--- config.mk ---
export PLATFORM = sky130hd
export DESIGN_NAME = pdw_controller
export DESIGN_NICKNAME = d
export VERILOG_FILES = /design/src/pdw_pkg.sv /design/src/pdw_stab_counter.sv /design/src/pdw_controller.sv
export SDC_FILE = /design/constraint.sdc
export NUM_CORES = 1
export LEC_CHECK = 0
export ABC_AREA = 1
export CORE_ASPECT_RATIO = 0.75
export CORE_UTILIZATION = 35
export DETAILED_ROUTE_END_ITERATION = 6
export DONT_BUFFER_PORTS = 1
export GPL_ROUTABILITY_DRIVEN = 0
export PLACE_DENSITY = 0.52
export SLEW_MARGIN = 5
export SYNTH_ARGS = -nofsm -noshare
export SYNTH_HDL_FRONTEND = slang
export SYNTH_HIERARCHICAL = 1
export SYNTH_SLANG_ARGS = --single-unit
--- constraint.sdc ---
create_clock -name sys_clk -period 2.87 [get_ports sys_clk]
set_input_delay 0.574 -clock sys_clk [delete_from_list [all_inputs] [get_ports sys_clk]]
set_output_delay 0.574 -clock sys_clk [all_outputs]
set_load 0.01 [all_outputs]
--- src/pdw_pkg.sv ---
package pdw_pkg;

  // ==========================================================================
  // Mode selector encodings (upper bit, lower bit).
  localparam logic [1:0] SEL_STANDBY = 2'h2;
  localparam logic [1:0] SEL_IDLE    = 2'h1;
  localparam logic [1:0] SEL_QUICK   = 2'h3;

  // ==========================================================================
  // Wake-up timing, in clock cycles.
  localparam int          STAB_BITS     = 18;
  localparam logic [17:0] STAB_NORMAL   = 18'h20000;
  localparam logic [17:0] STAB_QUICK    = 18'h00040;
  localparam logic [17:0] STAB_IDLE     = 18'h00008;
  localparam logic [17:0] STAB_RESET    = 18'h00000;
  localparam logic [19:0] RESET_VECTOR  = 20'h00000;

  typedef enum logic [2:0] {
    PDW_RUN, PDW_SLEEP, PDW_STOP, PDW_WAIT, PDW_BUSREL
  } pdw_state_e;

endpackage : pdw_pkg

--- src/pdw_stab_counter.sv ---
`timescale 1ns/1ps
module pdw_stab_counter
  import pdw_pkg::*;
(
  input  wire logic        sys_clk,
  input  wire logic        resetn,
  input  wire logic        start,
  input  wire logic        abort,
  input  wire logic [17:0] limit,
  output logic             done
);
  logic [17:0] count_r;
  logic        run_r;

  // ==========================================================================
  // Counter stops at limit minus one and stays there until restarted.
  always_ff @(posedge sys_clk or negedge resetn) begin
    if (!resetn) begin
      count_r <= STAB_RESET;
      run_r   <= 1'b0;
    end else if (start) begin
      count_r <= STAB_RESET;
      run_r   <= 1'b1;
    end else if (abort) begin
      run_r   <= 1'b0;
    end else if (run_r && !done) begin
      count_r <= count_r + 18'h00001;
    end
  end

  assign done = run_r && (count_r == limit - 18'h00001);
endmodule : pdw_stab_counter

--- src/pdw_controller.sv ---
// Notes on behaviour
// Sleep stops core, I/O stop stops peripherals, system stop both; oscillator runs. io_stop only qualifies entry; sleep keeps io_clock_enable on.
// Selector 10, I/O stop set and sleep instruction enter standby.
// Standby stops oscillator, internal clocks and clock output.
// Selector 01 enters idle: oscillator runs, internal and output clocks gated.
// Selector 11 enters quick standby: standby with shorter wake delay.
// Standby wake restarts oscillator, counts 2^17 clocks, then resumes clocks.
// Waking source must hold for whole count, else standby resumes.
// Reset in standby resumes clocks at once; execution restarts at zero.
// Reset source holds reset long enough for oscillator to settle.
// With bus wake enabled, bus request wakes standby after stabilisation.
// After bus wake, float address and strobes, then grant the bus.
// On bus request release, drive address and strobes high, leave standby.
// With bus wake disabled, bus request does not end standby.
// After reset or interrupt exit, bus stays released while request held.
// Non-maskable interrupt wakes standby; acknowledge follows clock resume.
// Non-maskable falling edge is latched so exit completes regardless.
// A maskable interrupt with its enable clear never wakes standby.
// Enabled source with global flag set wakes and is acknowledged.
// Enabled source with global flag clear wakes and resumes after sleep.
// Maskable source must hold until clocks resume, else no exit.
// Idle wakes on same sources, eight cycles, no stabilisation count.
// Quick standby wakes after 64 cycles; oscillator must settle by then.
// Enter idle or standby only after second sleep opcode, with I/O stop.
`timescale 1ns/1ps
module pdw_controller
  import pdw_pkg::*;
(
  input  wire logic        sys_clk,
  input  wire logic        resetn,
  input  wire logic        ext_reset_n,
  input  wire logic [1:0]  standby_idle_select,
  input  wire logic        io_stop,
  input  wire logic        bus_request_wake_enable,
  input  wire logic        sleep_opcode2_fetched,
  input  wire logic        global_interrupt_enable_flag,
  input  wire logic [2:0]  irq_enable,
  input  wire logic        nmi_n,
  input  wire logic        maskable_irq0_n,
  input  wire logic        maskable_irq1_n,
  input  wire logic        maskable_irq2_n,
  input  wire logic        bus_request_n,
  input  wire logic        nmi_ack_done,
  output logic             osc_enable,
  output logic             core_clock_enable,
  output logic             io_clock_enable,
  output logic             system_clock_output_enable,
  output logic             nmi_ack_request,
  output logic             irq_ack_request,
  output logic             resume_after_sleep,
  output logic             bus_grant_n,
  output logic             bus_drive_oe,
  output logic             bus_drive_high,
  output logic             fetch_from_reset_vector,
  output logic [19:0]      reset_vector,
  output logic [1:0]       active_mode
);

  // ==========================================================================
  // Pin synchronisers.
  logic [6:0] pin_s1_r;
  logic [6:0] pin_s2_r;
  always_ff @(posedge sys_clk or negedge resetn) begin
    if (!resetn) begin
      pin_s1_r <= 7'h7F;
      pin_s2_r <= 7'h7F;
    end else begin
      pin_s1_r <= {ext_reset_n, nmi_n, maskable_irq2_n, maskable_irq1_n,
                   maskable_irq0_n, bus_request_n, 1'b1};
      pin_s2_r <= pin_s1_r;
    end
  end

  wire       rst_req  = !pin_s2_r[6];
  wire       nmi_lvl  = !pin_s2_r[5];
  wire [2:0] irq_lvl  = ~pin_s2_r[4:2];
  wire       breq     = !pin_s2_r[1];

  // ==========================================================================
  // Wake source qualification.
  logic       nmi_prev_r;
  logic       nmi_latch_r;
  wire        nmi_edge   = nmi_lvl && !nmi_prev_r;
  wire [2:0]  irq_qual   = irq_lvl & irq_enable;
  wire        irq_wake   = |irq_qual;
  wire        breq_wake  = breq && bus_request_wake_enable;
  wire        nmi_wake   = nmi_edge || nmi_latch_r;
  wire        held_wake  = irq_wake || breq_wake;
  wire        any_wake   = held_wake || nmi_wake;

  // ==========================================================================
  // Mode decode; idle and standby only after the sleep fetch with I/O stop set.
  wire sel_idle    = standby_idle_select == SEL_IDLE;
  wire sel_standby = standby_idle_select == SEL_STANDBY;
  wire sel_quick   = standby_idle_select == SEL_QUICK;
  wire deep_sel    = sel_idle || sel_standby || sel_quick;
  wire enter_deep  = sleep_opcode2_fetched && io_stop && deep_sel;
  wire enter_plain = sleep_opcode2_fetched && !enter_deep;

  pdw_state_e  state_r;
  pdw_state_e  state_nxt;
  logic [1:0]  mode_r;
  logic [17:0] limit_r;
  logic        bus_woke_r;
  logic        ack_nmi_r;
  logic        ack_irq_r;
  logic        resume_r;
  logic        vec_r;
  logic        rst_seen_r;

  wire wait_done;
  wire abort_wait = (state_r == PDW_WAIT) && !held_wake && !nmi_latch_r;
  wire start_wait = (state_r == PDW_STOP) && any_wake && !rst_req;

  pdw_stab_counter u_stab (
    .sys_clk (sys_clk),
    .resetn  (resetn),
    .start   (start_wait),
    .abort   (abort_wait),
    .limit   (limit_r),
    .done    (wait_done)
  );

  // ==========================================================================
  // Next state.
  always_comb begin
    state_nxt = state_r;
    unique case (state_r)
      PDW_RUN:    if (enter_deep) state_nxt = PDW_STOP;
                  else if (enter_plain) state_nxt = PDW_SLEEP;
      PDW_SLEEP:  if (any_wake || rst_req) state_nxt = PDW_RUN;
      PDW_STOP:   if (rst_req) state_nxt = breq ? PDW_BUSREL : PDW_RUN;
                  else if (any_wake) state_nxt = PDW_WAIT;
      PDW_WAIT:   if (abort_wait) state_nxt = PDW_STOP;
                  else if (wait_done) state_nxt = breq ? PDW_BUSREL : PDW_RUN;
      PDW_BUSREL: if (!breq) state_nxt = PDW_RUN;
      default:    state_nxt = PDW_RUN;
    endcase
  end

  wire leaving = (state_r == PDW_WAIT) && wait_done && !abort_wait;

  // ==========================================================================
  // State and side registers.
  always_ff @(posedge sys_clk or negedge resetn) begin
    if (!resetn) begin
      state_r     <= PDW_RUN;
      mode_r      <= 2'h0;
      limit_r     <= STAB_NORMAL;
      nmi_prev_r  <= 1'b0;
      nmi_latch_r <= 1'b0;
      bus_woke_r  <= 1'b0;
      ack_nmi_r   <= 1'b0;
      ack_irq_r   <= 1'b0;
      resume_r    <= 1'b0;
      vec_r       <= 1'b0;
      rst_seen_r  <= 1'b0;
    end else begin
      state_r    <= state_nxt;
      nmi_prev_r <= nmi_lvl;
      // The edge latch survives the input going away before the count ends.
      if (nmi_edge && state_r != PDW_RUN) begin
        nmi_latch_r <= 1'b1;
      end else if (state_nxt == PDW_RUN) begin
        nmi_latch_r <= 1'b0;
      end
      if (state_r == PDW_RUN && enter_deep) begin
        mode_r  <= standby_idle_select;
        limit_r <= sel_idle ? STAB_IDLE : (sel_quick ? STAB_QUICK : STAB_NORMAL);
      end
      if (leaving) begin
        bus_woke_r <= breq_wake && breq;
        ack_nmi_r  <= nmi_latch_r || nmi_edge;
        ack_irq_r  <= irq_wake && global_interrupt_enable_flag;
        resume_r   <= irq_wake && !global_interrupt_enable_flag;
      end else begin
        if (nmi_ack_done) ack_nmi_r <= 1'b0;
        if (irq_wake == 1'b0) ack_irq_r <= 1'b0;
        resume_r <= 1'b0;
      end
      // Kept for the first run cycle, so the retaken bus is driven high once.
      if (state_r == PDW_RUN) bus_woke_r <= 1'b0;
      if ((state_r == PDW_STOP || state_r == PDW_WAIT) && rst_req) begin
        rst_seen_r <= 1'b1;
      end else if (vec_r) begin
        rst_seen_r <= 1'b0;
      end
      // The restart from the vector waits until the reset pin is released.
      vec_r <= rst_seen_r && !rst_req && !vec_r;
    end
  end

  // ==========================================================================
  // Clock and bus outputs.
  wire in_stop  = state_r == PDW_STOP;
  wire in_wait  = state_r == PDW_WAIT;
  wire is_idle  = mode_r == SEL_IDLE;
  wire gated    = in_stop || in_wait;

  assign osc_enable                 = !(in_stop && !is_idle);
  assign core_clock_enable          = !gated && state_r != PDW_SLEEP;
  assign io_clock_enable            = !gated;
  assign system_clock_output_enable = !gated;
  assign nmi_ack_request            = ack_nmi_r;
  assign irq_ack_request            = ack_irq_r;
  assign resume_after_sleep         = resume_r;
  assign bus_grant_n                = !(state_r == PDW_BUSREL);
  assign bus_drive_oe               = state_r != PDW_BUSREL;
  assign bus_drive_high             = state_r != PDW_RUN || bus_woke_r;
  assign fetch_from_reset_vector    = vec_r;
  assign reset_vector               = RESET_VECTOR;
  assign active_mode                = mode_r;

  // ==========================================================================
  // Checks.
  a_standby_osc_off: assert property (@(posedge sys_clk) disable iff (!resetn)
    (in_stop && mode_r == SEL_STANDBY) |-> !osc_enable)
    else $error("oscillator running in standby");
  a_idle_osc_on: assert property (@(posedge sys_clk) disable iff (!resetn)
    (gated && is_idle) |-> (osc_enable && !system_clock_output_enable))
    else $error("idle clock gating wrong");
  a_entry_needs_stop: assert property (@(posedge sys_clk) disable iff (!resetn)
    (state_r == PDW_RUN && sleep_opcode2_fetched && !io_stop) |=> state_r != PDW_STOP)
    else $error("power-down entered without io stop");
  a_idle_eight: assert property (@(posedge sys_clk) disable iff (!resetn)
    (start_wait && is_idle) ##1 held_wake [*8] |=> state_r != PDW_WAIT)
    else $error("idle wake not eight cycles");
  a_quick_wait: assert property (@(posedge sys_clk) disable iff (!resetn)
    (start_wait && mode_r == SEL_QUICK) ##1 held_wake[*8] |-> in_wait)
    else $error("quick wake too early");
  a_drop_restop: assert property (@(posedge sys_clk) disable iff (!resetn)
    abort_wait |=> in_stop)
    else $error("no return to standby after drop");
  a_busrel_grant: assert property (@(posedge sys_clk) disable iff (!resetn)
    (state_r == PDW_BUSREL) |-> (!bus_grant_n && !bus_drive_oe))
    else $error("bus not released");
  a_no_disabled_irq: assert property (@(posedge sys_clk) disable iff (!resetn)
    (in_stop && !nmi_wake && !breq_wake && !rst_req && irq_qual == 3'h0) |=> in_stop)
    else $error("woke on disabled source");
  a_bus_request_n_ignored: assert property (@(posedge sys_clk) disable iff (!resetn)
    (in_stop && !bus_request_wake_enable && !irq_wake && !nmi_wake && !rst_req) |=> in_stop)
    else $error("bus request woke with enable clear");
  c_standby_wake: cover property (@(posedge sys_clk) disable iff (!resetn) leaving);
  c_bus_release:  cover property (@(posedge sys_clk) disable iff (!resetn)
    state_r == PDW_BUSREL);
  c_abort:        cover property (@(posedge sys_clk) disable iff (!resetn) abort_wait);

endmodule : pdw_controller

==> results.md <==
* Worst Hold Class: primary input to async pin
* Fin Setup TNS at 0 ns
* Maximum vdd drop at 0.2437 mV
* Fin crit share at 87.17%
* Max-cap violation count at 0
* CTS Buf Count at 5
* CP max FO at 9
* First-pass GRT wire length at 14,250 microns
* I/O pin cnt at 51
* Post-synth EDFFs at 0
* Final setup fails at 0
* Yosys reg bits at 47
* Clk sink count at 47
* Share of layout cells above drive strength 1 at 18.21%
* Status: finished clean
* Unique masters post-synth at 40
* F_max at 0.3997 GHz
* Initial Util at 36.09%
* Core ar. at 0.01033 sq mm
* Die W at 121.2 microns
* Antenna violations before repair at 0
* Antenna fix cells at 0
* Final critical-path setup slack at 0.3682 ns
* Cells after Synth at 512
* Post-synth ARST share at 100.0%
* Top-area cell type share of the netlist area at 22.82%
* CTS tree: yes
* Arrival time at the worst endpoint at 2.73 ns
* Sequential cell area fraction in the yosys report at 31.98%
* Drt wl/cell at 12.15 microns
* Dpl hpwl at 6727 microns
* Die Span Y at 91.39 microns
* Total number of vias at 3,126
* Synth top cells by count: 121 x nand2_1, 54 x inv_1, 52 x nor2_1, 45 x nand3_1, 34 x dfrtp_1
* Critical path class: flip-flop to flip-flop
* H-tree Lvls at 2
* Number of remaining DRC errors at 0
* Clock tree buffer depth at 2
* Worst-Margin Slew at 0.5026 ns
* I/O Buffers at 0
* Setup slack at placement at 0.3418 ns
* Critical path endpoint category: flip-flop
* Worst slew margin at 66.40%
* DRT Wirelength at 8455 microns
* Latest clock arrival within the worst-skew pair at 0.29 ns
* Worst Path Required at 3.10 ns
* Leak Pwr at 0.002174 uW
* Total track usage at 16.62%
* Iteration-0 DRC Markers at 197
* Vias in the first global route at 2,795
* Mapped cell area at 0.003729 sq mm
* Yosys top cell by area: dfrtp_1
* Synthesized area per cell at 7.282 sq um
* Top_reg_cell synth: dfrtp_1
* Die area at 0.01107 sq mm
* Yosys Warn Count at 6
* Root buf cell: clkbuf_16
* Slew Viols, Final at 0
* Largest cells by area after synthesis: dfrtp_1 23%, nand2_1 12%, dfstp_2 9.2%
* GR Overflow Total at 0
* Clock Skew at 0.001996 ns
* Final Hold Vio Count at 0
* Cell with the most instances after synthesis: nand2_1
* CP startpoint kind: flip-flop
* Minimum clock period at 2.502 ns
* Largest net degree at the start of global routing at 35
* Final net count at 579
* RSZ-0062 raised after global routing: false
* Vias/cell at 4.491
* Clock transition at the registers of the reported paths at 0.07 ns
* Power Dens Cells at 639.7 mW/mm^2
* Routed Antenna Nets at 0
* DRT Pass-1 Iters at 4
* Row count at 32
* Synth-to-Final Area Change at 11.48%
-- cell families after synthesis --
family          synth area share [%]
xor+xnor                       5.872
simple gates                   44.63
compound gates                 3.322
flops                          31.98
other cells                   0.1006
fa+ha+maj                     0.6710
buf+inv                        13.42
-- placed cells by master (no fill, tap or decap), types with 2 or more instances in the layout --
cell type	instances
o21ai_0	7
nand3_4	4
nand3_2	15
nor3_1	9
inv_1	54
xor2_1	18
o22ai_1	2
nand3b_1	6
dfrtp_1	34
nor3b_1	2
nor2_1	52
nor3_4	2
nor2_2	13
dfstp_2	13
clkinv_1	2
o21ai_1	2
o21ai_2	3
xnor2_1	7
nor2_4	5
ha_1	2
nand2_1	121
nand2_4	2
nand4_1	16
inv_2	9
nor2_8	2
buf_4	7
or2_1	2
conb_1	66
and2_1	2
nand3_1	45
a21oi_1	8
clkbuf_16	7
nand2_2	16
-- registers in the layout, indices dropped and copies added, names as in the netlist, 2 cells and up --
name            count
u_stab/count_r     18
pin_s1_r            6
pin_s2_r            6
limit_r             3
state_r             3
active_mode         2
-- through the flow --
step | instance area, sq um | total power (uW) | hold slack [ns] | cells | utilization (%)
2_1_floorplan | 3973 | 1751 | 0.2784 | 577 | -
3_3_place_gp | 3950 | 1942 | 0.2799 | 687 | 38.24
3_5_place_dp | 3950 | 1949 | 0.2800 | 687 | 38.24
4_1_cts | 4156 | 2682 | 0.1095 | 696 | 40.24
5_1_grt | 4156 | 2862 | 0.1018 | 696 | 40.24
6_report | 4156 | 2659 | 0.1179 | 696 | 40.24
-- per-layer routing --
layer / wire [microns] / global-route usage [%] / part of all wire, % / up-vias
li1: - / - / - / 1625
met1: 4664 / 26.07 / 55 / 1430
met5: 0 / 0 / 0 / -
met3: 398 / 3.015 / 4.7 / 4
met2: 3343 / 23.14 / 40 / 67
met4: 48 / 3.395 / 0.57 / 0
-- path summary, 6_finish.rpt --
check | startpoint | cells after the start | endpoint | slack [ns]
max | limit_r[6] | 19 | nmi_latch_r | 0.37
min | resetn | 0 | pin_s1_r[1] | 0.12
max reg2reg | limit_r[6] | 19 | nmi_latch_r | 0.37
min reg2reg | pin_s1_r[4] | 0 | pin_s2_r[4] | 0.36
max in group asynchronous | resetn | 1 | active_mode[1] | 2.57
min in group sys_clk | maskable_irq2_n | 0 | pin_s1_r[4] | 0.27
-- where the power goes --
part | leakage, uW | total [uW] | internal, uW | switching [uW]
clock | 0.0000923 | 702 | 435 | 267
combinational | 0.00150 | 1010 | 337 | 677
sequential | 0.000585 | 942 | 794 | 148
-- area by class of cell --
cell class | instances | area, sq um
Fill cell | 1060 | 6173
Multi-Input combinational cell | 430 | 2280
Sequential cell | 47 | 1192
Inverter | 67 | 255.2
Clock buffer | 7 | 175.2
Tap cell | 136 | 170.2
Timing Repair Buffer | 8 | 72.57
Clock inverter | 1 | 11.26
-- critical path: stages, from the launching register on --
cell,delay (ns)
dfrtp_1,0.43
nor2_1,0.22
nand2_2,0.13
nor2_8,0.17
nand2_2,0.05
nand2_1,0.07
nand2_1,0.06
nor2_2,0.10
nand2_2,0.07
nor2_4,0.12
nand3_4,0.14
nor2_1,0.24
inv_1,0.08
nor2_2,0.17
nand2_4,0.09
nand2_1,0.08
nand2_2,0.05
nand2_1,0.05
o21ai_1,0.05
nand2_1,0.06
-- what timing repair did --
action | CTS | global route
endpoints found under the hold margin | 34 | 0
hold buffers | 1 | 0
resized for setup | 0 | 0
buffers inserted | 0 | 0
(Power assumes the default switching activity.)
